<file path="src/hdl/mecs_pkg.sv">
// Package for the MAC error statistics counter block
package mecs_pkg;

    localparam int ADDR_W = 8;
    localparam int DATA_W = 32;

    // Counter register byte offsets
    localparam logic [7:0] OFS_EXCESS_COLLISION   = 8'h00;
    localparam logic [7:0] OFS_TX_UNDERRUN        = 8'h04;
    localparam logic [7:0] OFS_CARRIER_SENSE_ERR  = 8'h08;
    localparam logic [7:0] OFS_RX_NO_BUFFER       = 8'h0c;
    localparam logic [7:0] OFS_RX_DMA_OVERRUN     = 8'h10;
    localparam logic [7:0] OFS_RX_SYMBOL_ERROR    = 8'h14;
    localparam logic [7:0] OFS_RX_OVERSIZE_CLEAN  = 8'h18;
    localparam logic [7:0] OFS_RX_OVERSIZE_BAD    = 8'h1c;
    localparam logic [7:0] OFS_RX_RUNT_CLEAN      = 8'h20;
    localparam logic [7:0] OFS_HEARTBEAT_MISSING  = 8'h24;
    localparam logic [7:0] OFS_LENGTH_MISMATCH    = 8'h28;
    // Control register standing in for the network control/config bits
    localparam logic [7:0] OFS_CTRL               = 8'h2c;

    // Control register bit positions
    localparam int CTRL_RX_EN_BIT      = 3;
    localparam int CTRL_STAT_WR_EN_BIT = 7;
    localparam int CTRL_FULL_DUPLEX_BIT = 9;
    localparam int CTRL_LONG_FRAME_BIT = 8;
    localparam int CTRL_LEN_CHECK_BIT  = 16;
    localparam logic [31:0] CTRL_MASK  = 32'h0001_0388;

    localparam int NUM_CNT = 11;
    localparam int IDX_EXCESS_COLLISION_FIELD = 0;
    localparam int IDX_TX_UNDERRUN_FIELD  = 1;
    localparam int IDX_CSE   = 2;
    localparam int IDX_RRE   = 3;
    localparam int IDX_RX_DMA_OVERRUN_FIELD  = 4;
    localparam int IDX_RSE   = 5;
    localparam int IDX_EXL   = 6;
    localparam int IDX_RJB   = 7;
    localparam int IDX_USF   = 8;
    localparam int IDX_SQE   = 9;
    localparam int IDX_LENGTH_MISMATCH_FIELD  = 10;

    localparam int CNT8_W  = 8;
    localparam int CNT16_W = 16;

    // Frame length limits in bytes
    localparam logic [15:0] LEN_MIN        = 16'h0040;
    localparam logic [15:0] LEN_MAX_STD    = 16'h05ee;
    localparam logic [15:0] LEN_MAX_LONG   = 16'h0600;
    localparam logic [15:0] TYPE_THRESHOLD = 16'h0600;

    typedef struct packed {
        logic excess_collision;   // 16 collisions, frame abandoned
        logic underrun;           // transmit DMA ran dry
        logic carrier_sense_lost; // carrier never seen or dropped
        logic collision_seen;     // any collision during frame
        logic heartbeat_missing;  // no collision indication in 96 bit times
    } mecs_tx_evt_t;

    typedef struct packed {
        logic        no_buffer;    // address matched, no buffer
        logic        dma_overrun;  // address recognized, DMA overrun
        logic        symbol_error; // phy receive error seen
        logic        crc_error;    // bad FCS
        logic        align_error;  // not integral bytes
        logic [15:0] length;       // measured byte length
        logic [15:0] len_type;     // length/type field value
    } mecs_rx_evt_t;

endpackage : mecs_pkg

</file>
<file path="src/hdl/mecs_counters.sv">
// MAC error statistics counters with register port
// What this block does
// - Eight-bit count of frames abandoned after sixteen collisions.
// - Eight-bit count of frames dropped by transmit DMA underrun.
// - An underrun frame bumps no other counter.
// - Eight-bit count of clean transmitted frames losing or missing carrier sense.
// - Carrier sense error counter advances only in half duplex.
// - Carrier sense error affects nothing but its own counter.
// - Sixteen-bit count of matched frames lost for lack of buffer.
// - Eight-bit count of recognized frames lost to receive DMA overrun.
// - Eight-bit count of frames received with phy receive error.
// - Symbol error in overlong frame also counts as jabber.
// - Eight-bit count of clean overlong frames, limit 1518 or 1536.
// - Eight-bit count of overlong frames with CRC, alignment or symbol error.
// - Eight-bit count of clean frames shorter than 64 bytes.
// - Half duplex: count frames lacking collision indication within 96 bit times.
// - Eight-bit count of frames shorter than their length field.
// - Length mismatch check only with configuration bit 16 set.
// - Type values from 0x0600 and overlong frames never count as mismatch.
// - Counters clear on read and saturate at all ones.
// - Receive counters advance only with receive enable set.
// - Counter writes take effect only with control bit 7 set.
//
// Our own choices: the register addresses and the address-and-strobe port.
module mecs_counters (
    input  wire logic                         core_clk,    // System clock
    input  wire logic                         rst,         // Async reset, active high
    input  wire logic [mecs_pkg::ADDR_W-1:0]  reg_addr,    // Register byte address
    input  wire logic [mecs_pkg::DATA_W-1:0]  reg_wdata,   // Write data
    input  wire logic                         reg_wr,      // Write strobe
    input  wire logic                         reg_rd,      // Read strobe
    output logic      [mecs_pkg::DATA_W-1:0]  reg_rdata,   // Read data, cycle after strobe
    input  wire logic                         tx_done,     // Transmit frame finished, one pulse
    input  wire mecs_pkg::mecs_tx_evt_t       tx_evt,      // Transmit outcome, valid with tx_done
    input  wire logic                         rx_done,     // Receive frame finished, one pulse
    input  wire mecs_pkg::mecs_rx_evt_t       rx_evt,      // Receive outcome, valid with rx_done
    output logic      [mecs_pkg::DATA_W-1:0]  ctrl_out     // Control register contents
);

    logic [mecs_pkg::DATA_W-1:0]  ctrl_word;
    logic [mecs_pkg::CNT16_W-1:0] cnt_r [mecs_pkg::NUM_CNT];
    logic [mecs_pkg::CNT16_W-1:0] cnt_nxt [mecs_pkg::NUM_CNT];
    logic [mecs_pkg::NUM_CNT-1:0] inc;
    logic [mecs_pkg::NUM_CNT-1:0] tx_inc;
    logic [mecs_pkg::NUM_CNT-1:0] rx_inc;
    logic [mecs_pkg::NUM_CNT-1:0] rd_hit;
    logic [mecs_pkg::NUM_CNT-1:0] wr_hit;
    logic [mecs_pkg::DATA_W-1:0]  rdata_nxt;
    logic                         rx_en;
    logic                         stat_wr_en;
    logic                         half_duplex;
    logic                         len_check;
    logic [15:0]                  max_len;
    logic                         rx_bad;
    logic                         rx_long;
    logic                         rx_short;
    logic                         rx_en_r;
    logic                         stat_wr_en_r;
    logic                         long_frame_r;
    logic                         full_duplex_r;
    logic                         len_check_r;
    logic                         ctrl_wr;

    // Counter width for each index
    function automatic int cnt_width(input int idx);
        cnt_width = (idx == mecs_pkg::IDX_RRE) ? mecs_pkg::CNT16_W : mecs_pkg::CNT8_W;
    endfunction : cnt_width

    // Byte offset of each counter register
    function automatic logic [7:0] cnt_offset(input int idx);
        case (idx)
            mecs_pkg::IDX_EXCESS_COLLISION_FIELD: cnt_offset = mecs_pkg::OFS_EXCESS_COLLISION;
            mecs_pkg::IDX_TX_UNDERRUN_FIELD:  cnt_offset = mecs_pkg::OFS_TX_UNDERRUN;
            mecs_pkg::IDX_CSE:   cnt_offset = mecs_pkg::OFS_CARRIER_SENSE_ERR;
            mecs_pkg::IDX_RRE:   cnt_offset = mecs_pkg::OFS_RX_NO_BUFFER;
            mecs_pkg::IDX_RX_DMA_OVERRUN_FIELD:  cnt_offset = mecs_pkg::OFS_RX_DMA_OVERRUN;
            mecs_pkg::IDX_RSE:   cnt_offset = mecs_pkg::OFS_RX_SYMBOL_ERROR;
            mecs_pkg::IDX_EXL:   cnt_offset = mecs_pkg::OFS_RX_OVERSIZE_CLEAN;
            mecs_pkg::IDX_RJB:   cnt_offset = mecs_pkg::OFS_RX_OVERSIZE_BAD;
            mecs_pkg::IDX_USF:   cnt_offset = mecs_pkg::OFS_RX_RUNT_CLEAN;
            mecs_pkg::IDX_SQE:   cnt_offset = mecs_pkg::OFS_HEARTBEAT_MISSING;
            default:             cnt_offset = mecs_pkg::OFS_LENGTH_MISMATCH;
        endcase
    endfunction : cnt_offset

    // All-ones value at a counter's width
    function automatic logic [15:0] cnt_max(input int idx);
        cnt_max = (cnt_width(idx) == mecs_pkg::CNT16_W) ? 16'hffff : 16'h00ff;
    endfunction : cnt_max

    // Next value of one counter: enabled write, clear on read, saturating count
    function automatic logic [15:0] cnt_step(
        input int          idx,   // Counter index
        input logic [15:0] cur,   // Present count
        input logic        bump,  // Event this cycle
        input logic        rd,    // Read of this counter
        input logic        wr,    // Enabled write of this counter
        input logic [15:0] wdata  // Write data
    );
        if (wr) begin
            cnt_step = wdata & cnt_max(idx);
        end else if (rd) begin
            cnt_step = bump ? 16'h0001 : 16'h0000;
        end else if (bump && cur != cnt_max(idx)) begin
            cnt_step = cur + 16'h0001;
        end else begin
            cnt_step = cur;
        end
    endfunction : cnt_step

    assign rx_en       = rx_en_r;
    assign stat_wr_en  = stat_wr_en_r;
    assign half_duplex = ~full_duplex_r;
    assign len_check   = len_check_r;
    assign ctrl_wr     = reg_wr && (reg_addr == mecs_pkg::OFS_CTRL);
    assign max_len     = long_frame_r ? mecs_pkg::LEN_MAX_LONG
                                      : mecs_pkg::LEN_MAX_STD;
    assign rx_bad   = rx_evt.crc_error | rx_evt.align_error | rx_evt.symbol_error;
    assign rx_long  = rx_evt.length > max_len;
    assign rx_short = rx_evt.length < mecs_pkg::LEN_MIN;

    // Transmit outcome decode
    always_comb begin
        tx_inc = '0;
        // Underrun frame touches only its own counter
        if (tx_done && tx_evt.underrun) begin
            tx_inc[mecs_pkg::IDX_TX_UNDERRUN_FIELD] = 1'b1;
        end else if (tx_done) begin
            tx_inc[mecs_pkg::IDX_EXCESS_COLLISION_FIELD] = tx_evt.excess_collision;
            tx_inc[mecs_pkg::IDX_CSE]   = tx_evt.carrier_sense_lost &&
                                          !tx_evt.collision_seen && half_duplex;
            tx_inc[mecs_pkg::IDX_SQE]   = tx_evt.heartbeat_missing && half_duplex;
        end
    end

    // Receive outcome decode
    always_comb begin
        rx_inc = '0;
        if (rx_done && rx_en) begin
            rx_inc[mecs_pkg::IDX_RRE]  = rx_evt.no_buffer;
            rx_inc[mecs_pkg::IDX_RX_DMA_OVERRUN_FIELD] = rx_evt.dma_overrun;
            rx_inc[mecs_pkg::IDX_RSE]  = rx_evt.symbol_error;
            rx_inc[mecs_pkg::IDX_EXL]  = rx_long && !rx_bad;
            rx_inc[mecs_pkg::IDX_RJB]  = rx_long && rx_bad;
            rx_inc[mecs_pkg::IDX_USF]  = rx_short && !rx_bad;
            rx_inc[mecs_pkg::IDX_LENGTH_MISMATCH_FIELD] = len_check && !rx_long &&
                                         rx_evt.len_type < mecs_pkg::TYPE_THRESHOLD &&
                                         rx_evt.length < rx_evt.len_type;
        end
    end

    assign inc = tx_inc | rx_inc;

    // Address decode per counter
    always_comb begin
        for (int i = 0; i < mecs_pkg::NUM_CNT; i++) begin
            rd_hit[i] = reg_rd && (reg_addr == cnt_offset(i));
            wr_hit[i] = reg_wr && (reg_addr == cnt_offset(i));
        end
    end

    // Next value of every counter
    always_comb begin
        for (int i = 0; i < mecs_pkg::NUM_CNT; i++) begin
            cnt_nxt[i] = cnt_step(i, cnt_r[i], inc[i], rd_hit[i], wr_hit[i] && stat_wr_en,
                                  reg_wdata[mecs_pkg::CNT16_W-1:0]);
        end
    end

    // Frames abandoned after sixteen collisions
    always_ff @(posedge core_clk or posedge rst) begin
        if (rst) begin
            cnt_r[mecs_pkg::IDX_EXCESS_COLLISION_FIELD] <= '0;
        end else begin
            cnt_r[mecs_pkg::IDX_EXCESS_COLLISION_FIELD] <= cnt_nxt[mecs_pkg::IDX_EXCESS_COLLISION_FIELD];
        end
    end

    // Frames dropped by transmit underrun
    always_ff @(posedge core_clk or posedge rst) begin
        if (rst) begin
            cnt_r[mecs_pkg::IDX_TX_UNDERRUN_FIELD] <= '0;
        end else begin
            cnt_r[mecs_pkg::IDX_TX_UNDERRUN_FIELD] <= cnt_nxt[mecs_pkg::IDX_TX_UNDERRUN_FIELD];
        end
    end

    // Carrier sense errors
    always_ff @(posedge core_clk or posedge rst) begin
        if (rst) begin
            cnt_r[mecs_pkg::IDX_CSE] <= '0;
        end else begin
            cnt_r[mecs_pkg::IDX_CSE] <= cnt_nxt[mecs_pkg::IDX_CSE];
        end
    end

    // Frames lost for lack of buffer, sixteen bits
    always_ff @(posedge core_clk or posedge rst) begin
        if (rst) begin
            cnt_r[mecs_pkg::IDX_RRE] <= '0;
        end else begin
            cnt_r[mecs_pkg::IDX_RRE] <= cnt_nxt[mecs_pkg::IDX_RRE];
        end
    end

    // Frames lost to receive overrun
    always_ff @(posedge core_clk or posedge rst) begin
        if (rst) begin
            cnt_r[mecs_pkg::IDX_RX_DMA_OVERRUN_FIELD] <= '0;
        end else begin
            cnt_r[mecs_pkg::IDX_RX_DMA_OVERRUN_FIELD] <= cnt_nxt[mecs_pkg::IDX_RX_DMA_OVERRUN_FIELD];
        end
    end

    // Frames with receive symbol errors
    always_ff @(posedge core_clk or posedge rst) begin
        if (rst) begin
            cnt_r[mecs_pkg::IDX_RSE] <= '0;
        end else begin
            cnt_r[mecs_pkg::IDX_RSE] <= cnt_nxt[mecs_pkg::IDX_RSE];
        end
    end

    // Clean overlong frames
    always_ff @(posedge core_clk or posedge rst) begin
        if (rst) begin
            cnt_r[mecs_pkg::IDX_EXL] <= '0;
        end else begin
            cnt_r[mecs_pkg::IDX_EXL] <= cnt_nxt[mecs_pkg::IDX_EXL];
        end
    end

    // Damaged overlong frames
    always_ff @(posedge core_clk or posedge rst) begin
        if (rst) begin
            cnt_r[mecs_pkg::IDX_RJB] <= '0;
        end else begin
            cnt_r[mecs_pkg::IDX_RJB] <= cnt_nxt[mecs_pkg::IDX_RJB];
        end
    end

    // Clean short frames
    always_ff @(posedge core_clk or posedge rst) begin
        if (rst) begin
            cnt_r[mecs_pkg::IDX_USF] <= '0;
        end else begin
            cnt_r[mecs_pkg::IDX_USF] <= cnt_nxt[mecs_pkg::IDX_USF];
        end
    end

    // Frames lacking collision indication after transmit
    always_ff @(posedge core_clk or posedge rst) begin
        if (rst) begin
            cnt_r[mecs_pkg::IDX_SQE] <= '0;
        end else begin
            cnt_r[mecs_pkg::IDX_SQE] <= cnt_nxt[mecs_pkg::IDX_SQE];
        end
    end

    // Frames shorter than their length field
    always_ff @(posedge core_clk or posedge rst) begin
        if (rst) begin
            cnt_r[mecs_pkg::IDX_LENGTH_MISMATCH_FIELD] <= '0;
        end else begin
            cnt_r[mecs_pkg::IDX_LENGTH_MISMATCH_FIELD] <= cnt_nxt[mecs_pkg::IDX_LENGTH_MISMATCH_FIELD];
        end
    end

    // Receive enable
    always_ff @(posedge core_clk or posedge rst) begin
        if (rst) begin
            rx_en_r <= 1'b0;
        end else if (ctrl_wr) begin
            rx_en_r <= reg_wdata[mecs_pkg::CTRL_RX_EN_BIT];
        end
    end

    // Counter write enable
    always_ff @(posedge core_clk or posedge rst) begin
        if (rst) begin
            stat_wr_en_r <= 1'b0;
        end else if (ctrl_wr) begin
            stat_wr_en_r <= reg_wdata[mecs_pkg::CTRL_STAT_WR_EN_BIT];
        end
    end

    // Long frame limit select
    always_ff @(posedge core_clk or posedge rst) begin
        if (rst) begin
            long_frame_r <= 1'b0;
        end else if (ctrl_wr) begin
            long_frame_r <= reg_wdata[mecs_pkg::CTRL_LONG_FRAME_BIT];
        end
    end

    // Full duplex mode
    always_ff @(posedge core_clk or posedge rst) begin
        if (rst) begin
            full_duplex_r <= 1'b0;
        end else if (ctrl_wr) begin
            full_duplex_r <= reg_wdata[mecs_pkg::CTRL_FULL_DUPLEX_BIT];
        end
    end

    // Length field check enable
    always_ff @(posedge core_clk or posedge rst) begin
        if (rst) begin
            len_check_r <= 1'b0;
        end else if (ctrl_wr) begin
            len_check_r <= reg_wdata[mecs_pkg::CTRL_LEN_CHECK_BIT];
        end
    end

    // Control word as software sees it; unused bits read zero
    always_comb begin
        ctrl_word                                 = '0;
        ctrl_word[mecs_pkg::CTRL_RX_EN_BIT]       = rx_en_r;
        ctrl_word[mecs_pkg::CTRL_STAT_WR_EN_BIT]  = stat_wr_en_r;
        ctrl_word[mecs_pkg::CTRL_LONG_FRAME_BIT]  = long_frame_r;
        ctrl_word[mecs_pkg::CTRL_FULL_DUPLEX_BIT] = full_duplex_r;
        ctrl_word[mecs_pkg::CTRL_LEN_CHECK_BIT]   = len_check_r;
    end

    // Read data mux
    always_comb begin
        rdata_nxt = '0;
        for (int i = 0; i < mecs_pkg::NUM_CNT; i++) begin
            if (rd_hit[i]) begin
                rdata_nxt = {16'h0000, cnt_r[i] & cnt_max(i)};
            end
        end
        if (reg_rd && reg_addr == mecs_pkg::OFS_CTRL) begin
            rdata_nxt = ctrl_word;
        end
    end

    always_ff @(posedge core_clk or posedge rst) begin
        if (rst) begin
            reg_rdata <= '0;
        end else begin
            reg_rdata <= rdata_nxt;
        end
    end

    assign ctrl_out = ctrl_word;

endmodule : mecs_counters

</file>
<file path="config.mk">
export PLATFORM = sky130hd
export DESIGN_NAME = mecs_counters
export DESIGN_NICKNAME = d
export VERILOG_FILES = /design/src/hdl/mecs_pkg.sv /design/src/hdl/mecs_counters.sv
export SDC_FILE = /design/constraint.sdc
export NUM_CORES = 1
export LEC_CHECK = 0
export CORE_ASPECT_RATIO = 1.25
export CORE_MARGIN = 4
export CORE_UTILIZATION = 60
export DETAILED_ROUTE_END_ITERATION = 12
export DONT_BUFFER_PORTS = 1
export GPL_ROUTABILITY_DRIVEN = 1
export GPL_TIMING_DRIVEN = 0
export PLACE_DENSITY = 0.86
export RECOVER_POWER = 25
export SLEW_MARGIN = 20
export SYNTH_ARGS = -nofsm -noshare
export SYNTH_HDL_FRONTEND = slang
export SYNTH_SLANG_ARGS = --single-unit
</file>
<file path="constraint.sdc">
create_clock -name core_clk -period 9.9 [get_ports core_clk]
set_clock_uncertainty 0.1 [all_clocks]
set_input_delay 2.475 -clock core_clk [delete_from_list [all_inputs] [get_ports core_clk]]
set_output_delay 2.475 -clock core_clk [all_outputs]
set_load 0.02 [all_outputs]
</file>
# Word-level counts from Yosys, hierarchy flattened
# Index checks and enable logic that the tools add are counted.
op_classes:
  add_sub_neg: 11
  multipliers: 0
  div_mod_pow: 0
  n_lt_le_gt_ge: 4
  n_eq_ne: 22
  shift: 0
  n_mux: 66
  bitwise: 4
  n_reduce_logical: 72
ops:
  columns: ["op", "n"]
  rows:
  - ["$mux 16", 33]
  - ["$mux 32", 11]
  - ["$add 16x1->16 const B", 11]
  - ["$ne 16x8->1 const B", 10]
  - ["$logic_and 1x1->1", 57]
  - ["$reduce_bool 3->1", 11]
  - ["$eq 8x5->1 const B", 4]
  - ["$eq 8x6->1 const B", 4]
  - ["$mux 1", 19]
  - ["$eq 8x4->1 const B", 2]
  - ["$gt 16x11->1", 1]
  - ["$lt 16x11->1 const B", 1]
  - ["$lt 16x16->1", 1]
  - ["$lt 16x7->1 const B", 1]
  - ["$ne 16x16->1 const B", 1]
  - ["$or 10x11->11", 1]
  - ["$mux 10", 1]
  - ["$eq 8x3->1 const B", 1]
  - ["$logic_not 8->1", 1]
  - ["$mux 8", 1]
  - ["$mux 6", 1]
  - ["$logic_not 1->1", 3]
  - ["$or 1x1->1", 2]
  - ["$not 1->1", 1]
word_totals:
  register_bits: 213
  latch_bits: 0
  ramBits: 0
  mem_bits_ro: 0
  word_cells: 196
  mem_count: 0

# Depth between registers and ports, before layout
logic_depth:
  depth_word: 14
  mapped_depth: 11
  depth_no_buf: 9

# Worst setup path before layout
# OpenSTA, ideal clock, no wires.
synth_timing:
  path_kind: "in2reg"
  startpoint: "input port rx_evt[10] (netlist name)"
  endpoint: "register cnt_r[10] (netlist name)"
  setup_time_ns: 0.078
  arrival_time_ns: 4.659
  slack_ns: 5.064
  stages: 10
  path_buffers: 1
  path_cell_list: "inv_1 ha_1 and4_1 a21oi_2 a21oi_1 or4_4 or3_1 buf_2 or3_1 a21oi_1"
synth_via:
  elab_chain_cells: 7
synth_lines:
  columns: ["element", "line_no", "text"]
  rows:
  - ["start: declaration", "mecs_counters.sv:36", "input wire mecs_pkg::mecs_rx_evt_t rx_evt,"]
  - ["$lt 16x11->1", "mecs_counters.sv:147", "rx_evt.len_type < mecs_pkg::TYPE_THRESHOLD &&"]
  - ["$logic_and 1x1->1", "mecs_counters.sv:146", "rx_inc[mecs_pkg::IDX_LENGTH_MISMATCH_FIELD] = len_check && !rx_long &&"]
  - ["$logic_and 1x1->1 *", "mecs_counters.sv:147", null]
  - ["$mux 1 *", "mecs_counters.sv:139", "if (rx_done && rx_en) begin"]
  - ["$or 10x11->11 *", "mecs_counters.sv:152", "assign inc = tx_inc | rx_inc;"]
  - ["$logic_and 1x1->1 *", "mecs_counters.sv:104", "end else if (bump && cur != cnt_max(idx)) begin"]
  - ["$reduce_bool 3->1 (no source line) *", null, null]
  - ["end signal: indexed assignment", "mecs_counters.sv:265", "cnt_r[mecs_pkg::IDX_LENGTH_MISMATCH_FIELD] <= cnt_nxt[mecs_pkg::IDX_LENGTH_MISMATCH_FIELD];"]
  - ["end: declaration", "mecs_counters.sv:41", "logic [mecs_pkg::CNT16_W-1:0] cnt_r [mecs_pkg::NUM_CNT];"]
# Mark *: on every way between the ends. The rest lies on a longest branch, timed or not.
# A chain may end at the register's enable or synchronous reset.

==> impl_results.md <==
* Diode count at 0
* Starting Density at 0.610
* Worst Setup SP: rst
* Synth top cells by count: nand2_1, dfrtp_1, nor2_1, o21ai_0, a21oi_1
* WP data arrival at 5.04 ns
* Synth-to-Final Area Change at 9.10%
* Vias in the first global route at 11.1k
* HP Class: reg -> reg
* Global route total overflow at 0
* Area of the multi-input gates at 6780 um^2
* Complex-gate fraction of the synthesized area at 0.143
* Worst setup SP type: primary input
* Initial antenna violation count at 0
* Antenna viol nets, final at 0
* Mux contribution to synthesized area at 0.0181
* Max Freq at 186 MHz
* RSZ-0062 raised after global routing: no
* Root Buffer: clkbuf_16
* Post CTS Setup Buffer Count at 0
* H-tree level count at 4
* Final worst slack at 4.52 ns
* Post-Synth Adder-Cell Area at 0.0347
* Fill cells at 1612
* Via density per instance at 6.35
* Drt drc at 0
* Syn Std Cell Area at 12300 um^2
* Most common cell in the synthesized netlist: nand2_1
* Placer Congestion at 0.980
* Layout cells sized above 1 at 0.0738
* Critical Path End Type: async pin
* Port buffer count at 0
* Core Area at 20100 um^2
* Hold WS at 0.412 ns
* Dpl ws at 4.71 ns
* Setup crit end: cnt_r[0]
* Setup TNS at 0 ns
* Wirelength per Cell at 19.0 um
* Cell variety after synth at 72
* Worst path bufs/invs at 1
* Tightest Pin Transition at 4.53 ns
* Die area at 22800 um^2
* All-Layer GR Usage at 0.304
* Clock buffer count from CTS at 17
* Warnings from Yosys at 0
* Die W at 136 um
* Final Max Tran Viols at 104
* Failing checks: capacitance limit, slew limit
* Slowest cell delay on critical path at 2.51 ns
* R2R cell count at 10
* Largest family of logic cells by synthesized area: simple AND/OR/NAND/NOR gates
* Worst path cell trace: clkinvlp_2
* Final Util at 0.666
* Crit-path max FO at 104
* Levels on crit path at 1
* Clk slew on worst S/H paths at 0.08 ns
* Post-Synth Simple-Gate Area at 0.255
* Slew headroom at -2.04
* Synthesized instance count at 1443
* R2r endpoint: cnt_r[51]
* Final Net Count at 1626
* Count of state elements after synthesis at 198
* Post-synth top area cell: dfrtp_1
* Critical Path RT at 9.56 ns
* Synth top area share at 0.404
* Status: complete, but fails checks
* Dpl hpwl at 24.7 mm
* Slowest CP cell: clkinvlp_2
* Drt total wl at 34.0 mm
* Tcrit/Tclk final at 0.543
* Synth Flop Type: dfrtp_1
* Iter 0 DRT Violations at 1388
* Largest net degree at the start of global routing at 105
* Flop-to-flop setup slack at 6.56 ns
* Vias post-DR at 11.3k
* Post-synth EDFFs at 0
* P_leak at 5.72 nW
* Post-synth ARST share at 1.00
* Rows at 58
* Worst r2r src: long_frame_r
* IO Pins at 152
* DRT Pass-1 Iters at 8
* Pwr dens at 140 nW/um^2
* XOR/XNOR Fraction of Synth Area at 0.0885
* Avg Synthesized Cell Area at 8.50 um^2
* CTS Hold Buffers Added at 0
* Register area at 4950 um^2
* Sink Count at 198
* Final Hold Vio Count at 0
* Post-layout min period at 5.38 ns
* MaxCap Viol Count at 1
* Max VDD drop at 118 uV
* First-pass GRT wire length at 55.6 mm
* Clk_lat worst skew at 0.45 ns
* CP Class: in -> async
* Final setup viols at 0
* Post-synthesis sequential area ratio at 0.404
* Max clock buf depth at 2
* Top cells by area, synth: dfrtp_1, nand2_1, xnor2_1, nor2_1, o21ai_0
* Family with the most delay on the worst path: buffers and inverters
* CTS tree: done
* PostCTS Resize Cnt at 0
* Die H at 168 um
==> worst min path at each step <==
stage	startpoint	endpoint	slack (ns)	depth (start not counted)
floorplan	cnt_r[123]	reg_rdata[11]	0.37	1
global placement	cnt_r[123]	reg_rdata[11]	0.39	1
detailed placement	cnt_r[125]	reg_rdata[13]	0.40	1
CTS	cnt_r[125]	reg_rdata[13]	0.42	1
global route	cnt_r[123]	reg_rdata[11]	0.46	1
finish	cnt_r[125]	reg_rdata[13]	0.41	1
==> sequential cells by signal (all words and copies together), names as in the netlist <==
signal and flops:
cnt_r 176, reg_rdata 17, len_check 1, full_duplex_r 1, stat_wr_en 1, long_frame_r 1
rx_en 1
==> metal layers <==
layer | global-route usage | up-vias | wire length, um
met3 | 0.0690 | 165 | 3220
met1 | 0.375 | 5340 | 12600
met5 | 0 | - | 0
met4 | 0.192 | 0 | 2390
li1 | - | 5180 | -
met2 | 0.482 | 656 | 15800
==> cell type report <==
cell class	instances	area share
flip-flops and latches	198	0.370
multi-input cells	1148	0.506
inverters	40	0.0113
clock inverters	15	0.0123
well taps	270	0.0252
plain buffers	98	0.0410
clock buffers	17	0.0318
repair buffers	1	0.00206
==> report_power, final <==
group	internal (mW)	total, mW	switching [mW]	leakage (nW)
Clock	0.358	0.701	0.342	0.287
Sequential	0.860	0.952	0.0920	2.70
Combinational	0.0930	0.218	0.125	2.73
Total	1.31	1.87	0.560	5.72
==> layout by cell type, fill, tap and decap left out, types with 46 or more instances in the layout <==
| cell type | n |
|---|---|
| xor2_1 | 50 |
| dfrtp_1 | 198 |
| clkbuf_1 | 46 |
| xnor2_1 | 74 |
| nor2_1 | 143 |
| nand3_1 | 72 |
| a21oi_1 | 78 |
| nand2_1 | 200 |
| o21ai_0 | 100 |
| buf_4 | 47 |
==> cells by family after synthesis <==
group | after synthesis
multiplexers | 20
AND/OR/NAND/NOR | 643
flip-flops | 198
other | 1
adder cells (fa/ha/maj) | 34
AO/OA/AOI/OAI | 285
XOR/XNOR | 124
buffers and inverters | 138
==> through the flow <==
step           instance area [um^2]  power, mW  cells
2_1_floorplan                 12400       1.10   1484
3_3_place_gp                  12800       1.16   1754
3_5_place_dp                  12800       1.17   1755
4_1_cts                       13400       1.87   1787
5_1_grt                       13400       1.94   1787
6_report                      13400       1.87   1787
(Power assumes the default switching activity.)
